===== config.mk =====
export PLATFORM = sky130hd
export DESIGN_NAME = pll_refclk_config_control
export DESIGN_NICKNAME = d
export VERILOG_FILES = /design/src/include/pll_cfg_pkg.sv /design/src/pll_ref_divider.sv /design/src/pll_refclk_config_control.sv
export VERILOG_INCLUDE_DIRS = /design/src /design/src/include
export SDC_FILE = /design/constraint.sdc
export NUM_CORES = 1
export LEC_CHECK = 0
export ABC_CLOCK_PERIOD_IN_PS = 2500
export BUFFER_PORTS_ARGS = -buffer_cell sky130_fd_sc_hd__buf_2
export CORE_MARGIN = 1.5
export CORE_UTILIZATION = 51
export CTS_BUF_LIST = sky130_fd_sc_hd__clkbuf_8
export DETAILED_ROUTE_END_ITERATION = 8
export GPL_TIMING_DRIVEN = 0
export PLACE_DENSITY = 0.86
export SKIP_LAST_GASP = 1
export SYNTH_ARGS = -nofsm -noshare
export SYNTH_HDL_FRONTEND = slang
export SYNTH_SLANG_ARGS = --single-unit

===== constraint.sdc =====
create_clock -name clock -period 2.5 [get_ports clock]
set_input_delay 0.125 -clock clock [delete_from_list [all_inputs] [get_ports clock]]
set_output_delay 0.125 -clock clock [all_outputs]
set_load 0.02 [all_outputs]

===== src/include/pll_cfg_regs.svh =====
// Register offsets, field positions and reset values of the PLL clock config word.
// Assumes inclusion by the design modules only.
`ifndef PLL_CFG_REGS_SVH
`define PLL_CFG_REGS_SVH

// ----------------------------------------------------------------
// Register offsets
// ----------------------------------------------------------------
`define PRIMARY_CTRL_OFFSET  8'h00
`define PLL_CLK_CFG_OFFSET   8'h02

// ----------------------------------------------------------------
// Field positions in pll_clock_config and, at bit 24, the primary control register
// ----------------------------------------------------------------
`define DIV_RESET_BIT        22
`define IN_DIV_HI            21
`define IN_DIV_LO            20
`define DBL_ENABLE_BIT       19
`define PLL_ENABLE_BIT       18
`define PLL_REF_DIS_BIT      17
`define DBL_EDGE_BIT         16
`define FB_DIV_HI            15
`define FB_DIV_LO            8
`define MANUAL_CP_BIT        6
`define CP_CODE_HI           5
`define CP_CODE_LO           3
`define LOCK_DET_EN_BIT      2
`define LOCK_WIN_HI          1
`define LOCK_WIN_LO          0
`define LOCK_STATUS_BIT      24
`define VCO_CAL_BIT          24

// ----------------------------------------------------------------
// Reset values and counts
// ----------------------------------------------------------------
`define PLL_CLK_CFG_RESET    32'h0000_1900
`define FB_DIV_RESET         8'h19
`define LOCK_WIN_BASE        11'h080

`endif


===== src/include/pll_cfg_pkg.sv =====
// Types shared by the PLL reference/config control block.
// Assumes nothing beyond a SystemVerilog compiler.
package pll_cfg_pkg;

  // ----------------------------------------------------------------
  // Lock detector states
  // ----------------------------------------------------------------
  typedef enum logic [1:0] {
    LOCK_OFF   = 2'b00,
    LOCK_COUNT = 2'b01,
    LOCK_HELD  = 2'b10
  } lock_state_t;

endpackage : pll_cfg_pkg


===== src/pll_ref_divider.sv =====
// Reference input divider: emits one-cycle enables at ref rate / 1,2,4,8.
// Assumes ref_tick is a one-cycle enable marking each reference cycle.
`timescale 1ns/1ps
`include "pll_cfg_regs.svh"

module pll_ref_divider #(
  parameter int CNT_W = 3                     // Counter width, covers divide by 8
) (
  input  wire logic       clock,              // System clock
  input  wire logic       rst_n,              // Synchronous reset, active low
  input  wire logic       div_reset,          // Holds divider in reset
  input  wire logic [1:0] div_sel,            // Ratio select 1,2,4,8
  input  wire logic       ref_tick,           // Reference cycle enable
  output logic            div_tick            // Divided reference enable
);

  logic [CNT_W-1:0] cnt_ff;                   // Phase counter
  logic [CNT_W-1:0] nxt_cnt;
  logic             tick_ff;                  // Registered output tick
  logic             nxt_tick;
  logic [CNT_W-1:0] top;                      // Terminal count for the ratio

  // ----------------------------------------------------------------
  // Next state
  // ----------------------------------------------------------------
  always_comb begin
    top      = CNT_W'((1 << div_sel) - 1);    // RULE2
    nxt_cnt  = cnt_ff;
    nxt_tick = 1'b0;
    if (div_reset) begin                      // RULE1
      nxt_cnt = '0;
    end else if (ref_tick) begin
      if (cnt_ff >= top) begin                // Wrap, emit one divided tick
        nxt_cnt  = '0;
        nxt_tick = 1'b1;                      // RULE2
      end else begin
        nxt_cnt = cnt_ff + CNT_W'(1);
      end
    end
  end

  // ----------------------------------------------------------------
  // Registers
  // ----------------------------------------------------------------
  always_ff @(posedge clock) begin
    if (!rst_n) begin
      cnt_ff  <= '0;
      tick_ff <= 1'b0;
    end else begin
      cnt_ff  <= nxt_cnt;
      tick_ff <= nxt_tick;
    end
  end

  assign div_tick = tick_ff;

  // Divider held in reset never ticks
  property p_div_quiet;
    @(posedge clock) disable iff (!rst_n)
      div_reset |=> !div_tick;
  endproperty
  a_div_quiet: assert property (p_div_quiet) else $error("divider ticked in reset"); // RULE1

endmodule : pll_ref_divider


===== src/pll_refclk_config_control.sv =====
// PLL reference clock configuration control word and lock detector.
// Assumes a host programming port with synchronous write/read strobes
// and phase-error and calibration status from the analog PLL.
//
// Notes on behaviour
// RULE1 - Divider reset bit 22 holds input divider reset
// RULE2 - Bits 21:20 divide reference by 1,2,4,8
// RULE3 - Software sets doubler enable bit 19
// RULE4 - Bit 16 and bit 19 both needed to double
// RULE5 - Bit 18 selects PLL output as system clock
// RULE6 - Software runs VCO calibration after PLL enable
// RULE7 - Software keeps reference disable bit 17 zero
// RULE8 - Bits 15:8 hold N, multiplication is 2N
// RULE9 - Software programs N only from 10 to 255
// RULE10 - N resets to 25, multiplication 50
// RULE11 - Manual bit zero: calibration picks pump current
// RULE12 - Manual bit one: pump current from bits 5:3
// RULE13 - Bit 2 turns lock detection on
// RULE14 - Window field picks 128,256,512,1024 cycles
// RULE15 - Lock status readable at register 0 bit 24
// RULE16 - Disabled detection reads unlocked; error restarts window
`timescale 1ns/1ps
`include "pll_cfg_regs.svh"

module pll_refclk_config_control
  import pll_cfg_pkg::*;
#(
  parameter int WIN_W = 11                    // Lock window counter width
) (
  input  wire logic        clock,             // System clock, 200 MHz
  input  wire logic        rst_n,             // Synchronous reset, active low
  input  wire logic        reg_wr,            // Register write strobe
  input  wire logic        reg_rd,            // Register read strobe
  input  wire logic [7:0]  reg_addr,          // Register address
  input  wire logic [31:0] reg_wdata,         // Write data
  output logic [31:0]      reg_rdata,         // Read data, registered
  output logic             reg_rvalid,        // Read data valid pulse
  input  wire logic        ref_tick,          // One pulse per reference cycle
  input  wire logic        phase_in_range,    // Phase error within limits
  input  wire logic [2:0]  cal_cp_code,       // Pump code chosen by calibration
  output logic             div_reset_o,       // Input divider reset
  output logic             div_ref_tick,      // Divided reference enable
  output logic             doubler_on,        // Reference doubler active
  output logic             pll_enable,        // PLL on, drives system clock
  output logic             pll_ref_off,       // Reference disable, keep low
  output logic [7:0]       fb_div_n,          // Feedback divider N
  output logic [8:0]       pll_mult,          // Total multiplication 2N
  output logic [2:0]       charge_pump_current_code, // Pump current in use
  output logic             pll_locked         // Declared lock
);

  // ----------------------------------------------------------------
  // Register storage
  // ----------------------------------------------------------------
  logic [31:0] cfg_ff;                        // pll_clock_config contents
  logic [31:0] nxt_cfg;
  logic [31:0] rdata_ff;                      // Read data
  logic [31:0] nxt_rdata;
  logic        rvalid_ff;                     // Read valid
  logic        nxt_rvalid;
  logic        lock_ff;                       // Declared lock, read at offset 0x00
  logic        nxt_lock;

  // Host write; open bits 31:23 and 7 are not stored
  always_comb begin
    nxt_cfg = cfg_ff;
    if (reg_wr && reg_addr == `PLL_CLK_CFG_OFFSET) begin
      nxt_cfg = reg_wdata & 32'h007f_ff7f;
    end
  end

  // Read mux; unmapped addresses read zero
  always_comb begin
    nxt_rdata  = 32'h0000_0000;
    nxt_rvalid = reg_rd;
    if (reg_rd) begin
      case (reg_addr)
        `PRIMARY_CTRL_OFFSET: begin
          nxt_rdata[`LOCK_STATUS_BIT] = lock_ff;                    // RULE15
        end
        `PLL_CLK_CFG_OFFSET: begin
          nxt_rdata = cfg_ff;
        end
        default: begin
          nxt_rdata = 32'h0000_0000;
        end
      endcase
    end
  end

  // ----------------------------------------------------------------
  // Lock detector
  // ----------------------------------------------------------------
  lock_state_t      state_ff;                 // Detector state
  lock_state_t      nxt_state;
  logic [WIN_W-1:0] win_cnt_ff;               // Cycles held in range
  logic [WIN_W-1:0] nxt_win_cnt;
  logic [WIN_W-1:0] win_len;                  // lock_window_length in cycles
  logic             det_en;                   // Lock detection enable
  logic             dtick;                    // Divided reference tick

  assign det_en  = cfg_ff[`LOCK_DET_EN_BIT];
  assign win_len = WIN_W'(`LOCK_WIN_BASE << cfg_ff[`LOCK_WIN_HI:`LOCK_WIN_LO]); // RULE14

  // Counts divided reference ticks held in range; any excursion restarts
  always_comb begin
    nxt_state   = state_ff;
    nxt_win_cnt = win_cnt_ff;
    nxt_lock    = lock_ff;
    case (state_ff)
      LOCK_OFF: begin
        nxt_win_cnt = '0;
        nxt_lock    = 1'b0;                   // RULE16
        if (det_en) begin                     // RULE13
          nxt_state = LOCK_COUNT;
        end
      end
      LOCK_COUNT: begin
        if (!phase_in_range) begin
          nxt_win_cnt = '0;                   // RULE16
        end else if (dtick) begin
          if (win_cnt_ff == win_len - WIN_W'(1)) begin
            nxt_state = LOCK_HELD;
            nxt_lock  = 1'b1;                 // RULE14
          end else begin
            nxt_win_cnt = win_cnt_ff + WIN_W'(1);
          end
        end
      end
      LOCK_HELD: begin
        if (!phase_in_range) begin            // Excursion drops lock, recount
          nxt_state   = LOCK_COUNT;
          nxt_win_cnt = '0;
          nxt_lock    = 1'b0;                 // RULE16
        end
      end
      default: begin
        nxt_state = LOCK_OFF;
      end
    endcase
    if (!det_en) begin                        // Disable overrides every state
      nxt_state   = LOCK_OFF;
      nxt_win_cnt = '0;
      nxt_lock    = 1'b0;                     // RULE16
    end
  end

  // ----------------------------------------------------------------
  // Control outputs, all registered
  // ----------------------------------------------------------------
  logic       dbl_ff, nxt_dbl;                // Doubler active
  logic [2:0] cp_ff, nxt_cp;                  // Pump code in use
  logic [8:0] mult_ff, nxt_mult;              // 2N

  // Built from nxt_cfg so they change on the same edge as the word
  always_comb begin
    nxt_dbl  = nxt_cfg[`DBL_ENABLE_BIT] & nxt_cfg[`DBL_EDGE_BIT];           // RULE4
    nxt_cp   = nxt_cfg[`MANUAL_CP_BIT] ? nxt_cfg[`CP_CODE_HI:`CP_CODE_LO]  // RULE12
                                       : cal_cp_code;                       // RULE11
    nxt_mult = {nxt_cfg[`FB_DIV_HI:`FB_DIV_LO], 1'b0};                     // RULE8
  end

  // Divider for the reference enable
  pll_ref_divider #(
    .CNT_W (3)
  ) u_ref_div (
    .clock    (clock),
    .rst_n    (rst_n),
    .div_reset(cfg_ff[`DIV_RESET_BIT]),       // RULE1
    .div_sel  (cfg_ff[`IN_DIV_HI:`IN_DIV_LO]),
    .ref_tick (ref_tick),
    .div_tick (dtick)
  );

  // ----------------------------------------------------------------
  // Registers
  // ----------------------------------------------------------------
  // Synchronous reset restores the default word with N at 25
  always_ff @(posedge clock) begin
    if (!rst_n) begin
      cfg_ff     <= `PLL_CLK_CFG_RESET;       // RULE10
      rdata_ff   <= 32'h0000_0000;
      rvalid_ff  <= 1'b0;
      state_ff   <= LOCK_OFF;
      win_cnt_ff <= '0;
      lock_ff    <= 1'b0;
      dbl_ff     <= 1'b0;
      cp_ff      <= 3'h0;
      mult_ff    <= 9'h032;
    end else begin
      cfg_ff     <= nxt_cfg;
      rdata_ff   <= nxt_rdata;
      rvalid_ff  <= nxt_rvalid;
      state_ff   <= nxt_state;
      win_cnt_ff <= nxt_win_cnt;
      lock_ff    <= nxt_lock;
      dbl_ff     <= nxt_dbl;
      cp_ff      <= nxt_cp;
      mult_ff    <= nxt_mult;
    end
  end

  // Straight from flip-flops; the divided tick leaves the divider's flop
  assign reg_rdata                = rdata_ff;
  assign reg_rvalid               = rvalid_ff;
  assign div_reset_o              = cfg_ff[`DIV_RESET_BIT];     // RULE1
  assign div_ref_tick             = dtick;
  assign doubler_on               = dbl_ff;
  assign pll_enable               = cfg_ff[`PLL_ENABLE_BIT];    // RULE5
  assign pll_ref_off              = cfg_ff[`PLL_REF_DIS_BIT];
  assign fb_div_n                 = cfg_ff[`FB_DIV_HI:`FB_DIV_LO];
  assign pll_mult                 = mult_ff;
  assign charge_pump_current_code = cp_ff;
  assign pll_locked               = lock_ff;

  // ----------------------------------------------------------------
  // Assertions
  // ----------------------------------------------------------------
  // Detection off forces the status low on the next edge
  property p_unlock_when_off;
    @(posedge clock) disable iff (!rst_n)
      !det_en |=> !pll_locked;
  endproperty
  a_unlock_when_off: assert property (p_unlock_when_off) else $error("locked while off"); // RULE16

  property p_dbl_and;
    @(posedge clock) disable iff (!rst_n)
      doubler_on |-> cfg_ff[`DBL_ENABLE_BIT] && cfg_ff[`DBL_EDGE_BIT];
  endproperty
  a_dbl_and: assert property (p_dbl_and) else $error("doubler without both bits"); // RULE4

  property p_mult_2n;
    @(posedge clock) disable iff (!rst_n)
      pll_mult == {fb_div_n, 1'b0};
  endproperty
  a_mult_2n: assert property (p_mult_2n) else $error("multiplication not 2N"); // RULE8

  property p_manual_cp;
    @(posedge clock) disable iff (!rst_n)
      cfg_ff[`MANUAL_CP_BIT] |-> charge_pump_current_code == cfg_ff[`CP_CODE_HI:`CP_CODE_LO];
  endproperty
  a_manual_cp: assert property (p_manual_cp) else $error("manual pump code wrong"); // RULE12

  // Code is registered, so it trails calibration by one cycle; the reset edge is skipped
  property p_auto_cp;
    @(posedge clock) disable iff (!rst_n)
      !cfg_ff[`MANUAL_CP_BIT] && $past(rst_n)
        |-> charge_pump_current_code == $past(cal_cp_code);
  endproperty
  a_auto_cp: assert property (p_auto_cp) else $error("auto pump code wrong"); // RULE11

  property p_lock_needs_range;
    @(posedge clock) disable iff (!rst_n)
      $rose(pll_locked) |-> $past(phase_in_range) && $past(dtick) && $past(det_en);
  endproperty
  a_lock_needs_range: assert property (p_lock_needs_range) else $error("lock without window"); // RULE14

  property p_lock_read;
    @(posedge clock) disable iff (!rst_n)
      reg_rd && reg_addr == `PRIMARY_CTRL_OFFSET
        |=> reg_rvalid && reg_rdata[`LOCK_STATUS_BIT] == $past(lock_ff);
  endproperty
  a_lock_read: assert property (p_lock_read) else $error("lock readback wrong"); // RULE15

  property p_pll_en;
    @(posedge clock) disable iff (!rst_n)
      reg_wr && reg_addr == `PLL_CLK_CFG_OFFSET |=> pll_enable == $past(reg_wdata[`PLL_ENABLE_BIT]);
  endproperty
  a_pll_en: assert property (p_pll_en) else $error("pll enable not applied"); // RULE5

  // First edge out of reset shows the default N
  property p_reset_n;
    @(posedge clock) $rose(rst_n) |-> fb_div_n == `FB_DIV_RESET;
  endproperty
  a_reset_n: assert property (p_reset_n) else $error("N reset value wrong"); // RULE10

  property p_div_rst;
    @(posedge clock) disable iff (!rst_n)
      div_reset_o |=> !div_ref_tick;
  endproperty
  a_div_rst: assert property (p_div_rst) else $error("divided tick during reset"); // RULE1

  // Divider reset follows the written bit on the next edge
  property p_div_rst_wr;
    @(posedge clock) disable iff (!rst_n)
      reg_wr && reg_addr == `PLL_CLK_CFG_OFFSET
        |=> div_reset_o == $past(reg_wdata[`DIV_RESET_BIT]);
  endproperty
  a_div_rst_wr: assert property (p_div_rst_wr) else $error("divider reset not applied"); // RULE1

  // Any excursion while counting throws away the partial window
  property p_win_restart;
    @(posedge clock) disable iff (!rst_n)
      state_ff == LOCK_COUNT && !phase_in_range |=> win_cnt_ff == '0;
  endproperty
  a_win_restart: assert property (p_win_restart) else $error("window not restarted"); // RULE16

  // A locked loop that leaves range reports unlocked at once
  property p_lock_drop;
    @(posedge clock) disable iff (!rst_n)
      pll_locked && !phase_in_range |=> !pll_locked;
  endproperty
  a_lock_drop: assert property (p_lock_drop) else $error("lock held out of range"); // RULE16

endmodule : pll_refclk_config_control


# Word-level counts from Yosys, hierarchy flattened
# Index checks and enable logic that the tools add are counted.
[classes]
n_bitwise = 3
add_sub_neg = 4
n_lt_le_gt_ge = 1
n_mux = 19
reduce_logical = 12
eq_ne = 10
n_shift = 2
[ops]
columns = ["cell", "n"]
rows = [
  ["two-way mux 11 bit", 4],
  ["case mux 11 bit (3 select lines)", 1],
  ["two-way mux 20 bit", 1],
  ["adder 11 x 1 -> 11 bit (second input constant)", 1],
  ["== test 11 bit", 1],
  ["<< shifter 8 x 2 -> 11 bit (first input constant)", 1],
  ["subtractor 11 x 1 -> 11 bit (second input constant)", 1],
  ["== test 8 x 2 -> 1 bit (second input constant)", 1],
  ["logical NOT 8 bit", 1],
  ["two-way mux 2 bit", 4],
  ["AND reduction 4 bit", 2],
  ["two-way mux 3 bit", 2],
  ["inequality test 2 bit (second input constant)", 3],
  ["case mux 2 bit (3 select lines)", 1],
  ["AND reduction 3 bit", 2],
  ["two-way mux 1 bit", 5],
  ["AND reduction 5 bit", 1],
  ["adder 3 x 1 -> 3 bit (second input constant)", 1],
  [">= comparator 3 bit", 1],
  ["inequality test 3 x 2 -> 1 bit (second input constant)", 1],
  ["inequality test 3 bit (second input constant)", 1],
  ["case mux 1 bit (3 select lines)", 1],
  ["nonzero test 3 bit", 1],
  ["OR reduction 3 bit", 1],
  ["11 further kinds", 12],
]
[totals]
register_bits = 77
output_inout_bits = 59
elab_cells = 65

# Depth between registers and ports, before layout
[logic_depth]
depth_word = 7
depth_mapped = 7

# Cells and area by module
# From an unflattened synthesis, not the netlist that was laid out.
[unflattened]
cells_unflattened = 315
area_unflattened_um2 = 2911.5
[modules_own_cells]
columns = ["mod", "area_per_inst_um2", "cells_per_inst", "instances", "seq_area_each_um2"]
rows = [
  ["pll_refclk_config_control", 2630.0, 285, 1, 1281.2],
  ["pll_ref_divider", 281.5, 30, 1, 80.1],
]

# Worst setup path after synthesis
# Ideal clock, no wire load.
[synth_path]
path_type = "reg-to-reg"
startpoint = "register cfg_ff[1]"
endpoint = "register win_cnt_ff[9]"
stages_incl_launch_ff = 7
path_slack_ps = 761
period_less_slack_ps = 1739
setup_time_ps = 73
n_path_buf = 1
arrival_time_ps = 1666
required_time_ps = 2427
path_cell_list = "dfxtp_1 -> xor2_1 -> o311a_1 -> and3b_1 -> buf_6 -> or4_1 -> a21oi_1"
[synth_via]
elab_chain_cells = 5
[synth_lines]
columns = ["element", "line", "source"]
rows = [
  ["start, declared", "pll_refclk_config_control.sv:55", "logic [31:0] cfg_ff;"],
  ["start signal, assigned", "pll_refclk_config_control.sv:181", "cfg_ff <= `PLL_CLK_CFG_RESET;"],
  ["start signal, assigned", "pll_refclk_config_control.sv:191", "cfg_ff <= nxt_cfg;"],
  ["<< shifter 8 x 2 -> 11 bit (no line)", "-", ""],
  ["subtractor 11 x 1 -> 11 bit", "pll_refclk_config_control.sv:122", "if (win_cnt_ff == win_len - WIN_W'(1)) begin"],
  ["== test 11 bit", "pll_refclk_config_control.sv:122", ""],
  ["inequality test 3 bit (no line)", "-", ""],
  ["AND reduction 4 bit (no line)", "-", ""],
  ["end signal, assigned", "pll_refclk_config_control.sv:195", "win_cnt_ff <= nxt_win_cnt;"],
  ["end, declared", "pll_refclk_config_control.sv:96", "logic [WIN_W-1:0] win_cnt_ff;"],
]
# No other way between the ends.
# A chain may end at the register's enable or synchronous reset.

# Worst setup path after layout
[layout_path]
startpoint = "register state_ff[0]"
endpoint = "register win_cnt_ff[3]"
[layout_via]
elab_chain_cells = 3
word_cells_on_any_way = 9
classes_between = "eq/ne (5); mux (1); reduce/logical (3)"
[layout_lines]
columns = ["element", "line", "source"]
rows = [
  ["start, declared", "pll_refclk_config_control.sv:94", "lock_state_t state_ff;"],
  ["start signal, assigned", "pll_refclk_config_control.sv:194", "state_ff <= nxt_state;"],
  ["== test 2 x 1 -> 1 bit (tied with other cells)", "pll_refclk_config_control.sv:110", "case (state_ff)"],
  ["inequality test 3 x 2 -> 1 bit (no line) (tied with other cells)", "-", ""],
  ["AND reduction 4 bit (no line)", "-", ""],
]
# Several ways; a longest one is shown, not always the timed one.

==> flow_summary.ini <==
[outcome]
outcome = complete, no violations

[power]
internal_power_w = 0.00172
seqPwrFrac_pct = 50.1
combPwrFrac_pct = 5.2
p_per_area_nw_per_um2 = 591
ir_drop_v = 0.000336
leakage_nw = 1.68
total_power_w = 0.00218
switching_share_pct = 21.1
pwr-share-clk_pct = 44.7
switching_power_w = 0.000460

[setup_path]
critPathMaxStageDelay_ns = 0.60
arrival_ns = 2.17
worst-path-buf-inv = 1
r2r_slack_ns = 0.61
crit_family = simple AND/OR/NAND/NOR gates
cp_cell_sequence = clkbuf_1, maj3_1, nand3_1, or4_1, nand2_1
timing.critical_path.from_type = flop
cp_max_fo = 9
required_ns = 2.78
end_kind = flop
slowest_stage = or4_1
critical_path_class = flop to flop

[floorplan]
fp.dieH_um = 78.5
rows = 27
coreArea_um2 = 5510
io_pins = 108
fp.dieArea_um2 = 6160
fp.dieW_um = 78.5
start_util_pct = 52.8

[synthesis]
synth.top_cell.area_share_pct = 46.8
synth_top_flop_cell = dfxtp_1
post-synth-top-area-cell = dfxtp_1
avgSynthCellArea_um2 = 9.08
synth-edff-count = 0
ys_top_cells_by_count = dfxtp_1 (68), nand2_1 (62), buf_4 (29)
ys_warn_count = 0
synth_most_common_cell = dfxtp_1
synth-seq-cells = 68
ys_top_cells_by_area = dfxtp_1 (47%), nand2_1 (8.0%), buf_4 (7.5%)
ys_async_sr_fraction_pct = 0
ys_types = 45
netlist_instances = 320
syn_area_um2 = 2910
yosysSeqAreaShare_pct = 46.8

[timing]
tightest_slew_ns = 0.552
finClkSkew_ns = 0.00509
final-setup-viol-count = 0
hold_violations = 0
finalMaxSlewViolations = 0
fin_crit_ns = 1.89
fin_ws_ns = 0.609
tns_ns = 0
relSlewSlack_pct = 62.3
fin_crit_sh_pct = 75.6
fmax_mhz = 529
rsz0062_at_grt = no

[layout]
post-route-util_pct = 67.1
antenna_cells = 0
layout.cells.non_filler = 505
drive_gt1_share_pct = 31.6
area_delta_synth_final_pct = 27.0
nets = 482

[placed_design]
io_buffers = 87
place_inst = 488
place_hpwl_um = 4770
gp_congestion = 0.891
pre_cts_ws_ns = 0.516

[detailed_routing]
wl_um = 6500
detail_route.wl_per_cell_um = 12.9
drt_iter0_markers = 129
drt_pass1_iterations = 4
ant_nets = 0
drc = 0
vias = 2543
routed_via_density = 5.04

[clock_network]
cts_setup_buffers = 0
cts_tree = done
ctsHoldBuffers = 1
clk_latency_ns = 0.34
cts_buffer_depth = 2
cts.reportedPaths.clkPinSlew_ns = 0.07
cts_sinks = 68
cts_buffers = 9
cts_resized = 0
root_buffer = clkbuf_8
htreeDepth = 3

[global_routing]
grt-ovfl-total = 0
grt_pass1_vias = 2458
grt_max_degree = 12
grt_usage_pct = 22.7
antenna_found_initial = 0
grt_pass1_wl_um = 10700

[hold_path]
hp-class = input port to flop

[run]
cap_violations = 0
[registers in the layout (all words and copies together) (netlist names)]
name                      cells
u_ref_div.cnt_ff              3
state_ff                      2
charge_pump_current_code      3
doubler_on                    1
reg_rdata                    23
pll_locked                    1
win_cnt_ff                   11
reg_rvalid                    1
u_ref_div.div_tick            1
cfg_ff                       22
[logic make-up after synthesis]
| group | after synthesis | synth area share, % |
|---|---|---|
| AOI/OAI and AO/OA | 49 | 11.6 |
| xor gates and xnor gates | 7 | 2.11 |
| adders and majority gates | 6 | 2.50 |
| buffers and inverters | 44 | 9.73 |
| DFF | 68 | 46.8 |
| muxes | 7 | 2.41 |
| other | 1 | 0.129 |
| and+or+nand+nor | 138 | 24.7 |
[worst paths after layout]
check                                    from            end  cells after the start
worst max-delay path              state_ff[0]  win_cnt_ff[3]                      5
worst min-delay path            reg_wdata[12]     cfg_ff[12]                      3
worst min register to register     cfg_ff[19]     cfg_ff[19]                      2
worst max register to register    state_ff[0]  win_cnt_ff[3]                      5
[worst min-delay path: stages]
cell	delay [ns]
buf_2	0.07
nand2_1	0.04
nand3_1	0.07
[power groups by stage]
stage	clock network, W	logic, W	registers [W]
after floorplan	0	0.0000551	0.00112
after global placement	0	0.000110	0.00112
after detailed placement	0	0.000111	0.00112
after CTS	0.000990	0.000113	0.00109
after global routing	0.00105	0.000123	0.00109
final	0.000976	0.000113	0.00109
[cell type report]
type	count	area (um^2)
buffer	40	268
clock buffer	10	138
clock inverter	6	78.8
fill	465	1810
inverter	4	15.0
multi-input combinational	217	1300
sequential	68	1360
tap	72	90.1
timing repair buffer	88	445
[per-stage QoR]
stage	area, um^2	hold WS (ns)
final	3690	0.00713
after detailed placement	3470	0.341
after floorplan	2940	0.249
after CTS	3690	0.000142
after global routing	3690	0.00756
after global placement	3470	0.340
[layout by cell type, fill, tap and decap left out, types with 3 or more instances in the layout]
master / instances
a21boi_0: 20
a21oi_1: 10
and2_1: 24
and3_1: 8
buf_2: 88
buf_4: 29
clkbuf_1: 8
clkbuf_8: 10
clkinv_2: 3
conb_1: 10
dfxtp_1: 68
ha_1: 5
inv_1: 5
mux2i_1: 7
nand2_1: 62
nand3_1: 13
nor2_1: 6
o211ai_1: 4
o21ai_0: 3
o31ai_1: 3
or3_1: 4
or4_1: 5
xnor2_1: 5
[metal layers]
| layer | track usage (%) | vias up | share of wire [%] | wire length [um] |
|---|---|---|---|---|
| li1 | - | 1263 | - | - |
| met2 | 39.6 | 94 | 49 | 3190 |
| met3 | 5.93 | 13 | 6.8 | 440 |
| met1 | 25.1 | 1173 | 42 | 2740 |
| met4 | 12.3 | 0 | 2.0 | 128 |
| met5 | 0 | - | 0 | 0 |
No activity file was read; power rests on OpenSTA's default activity.
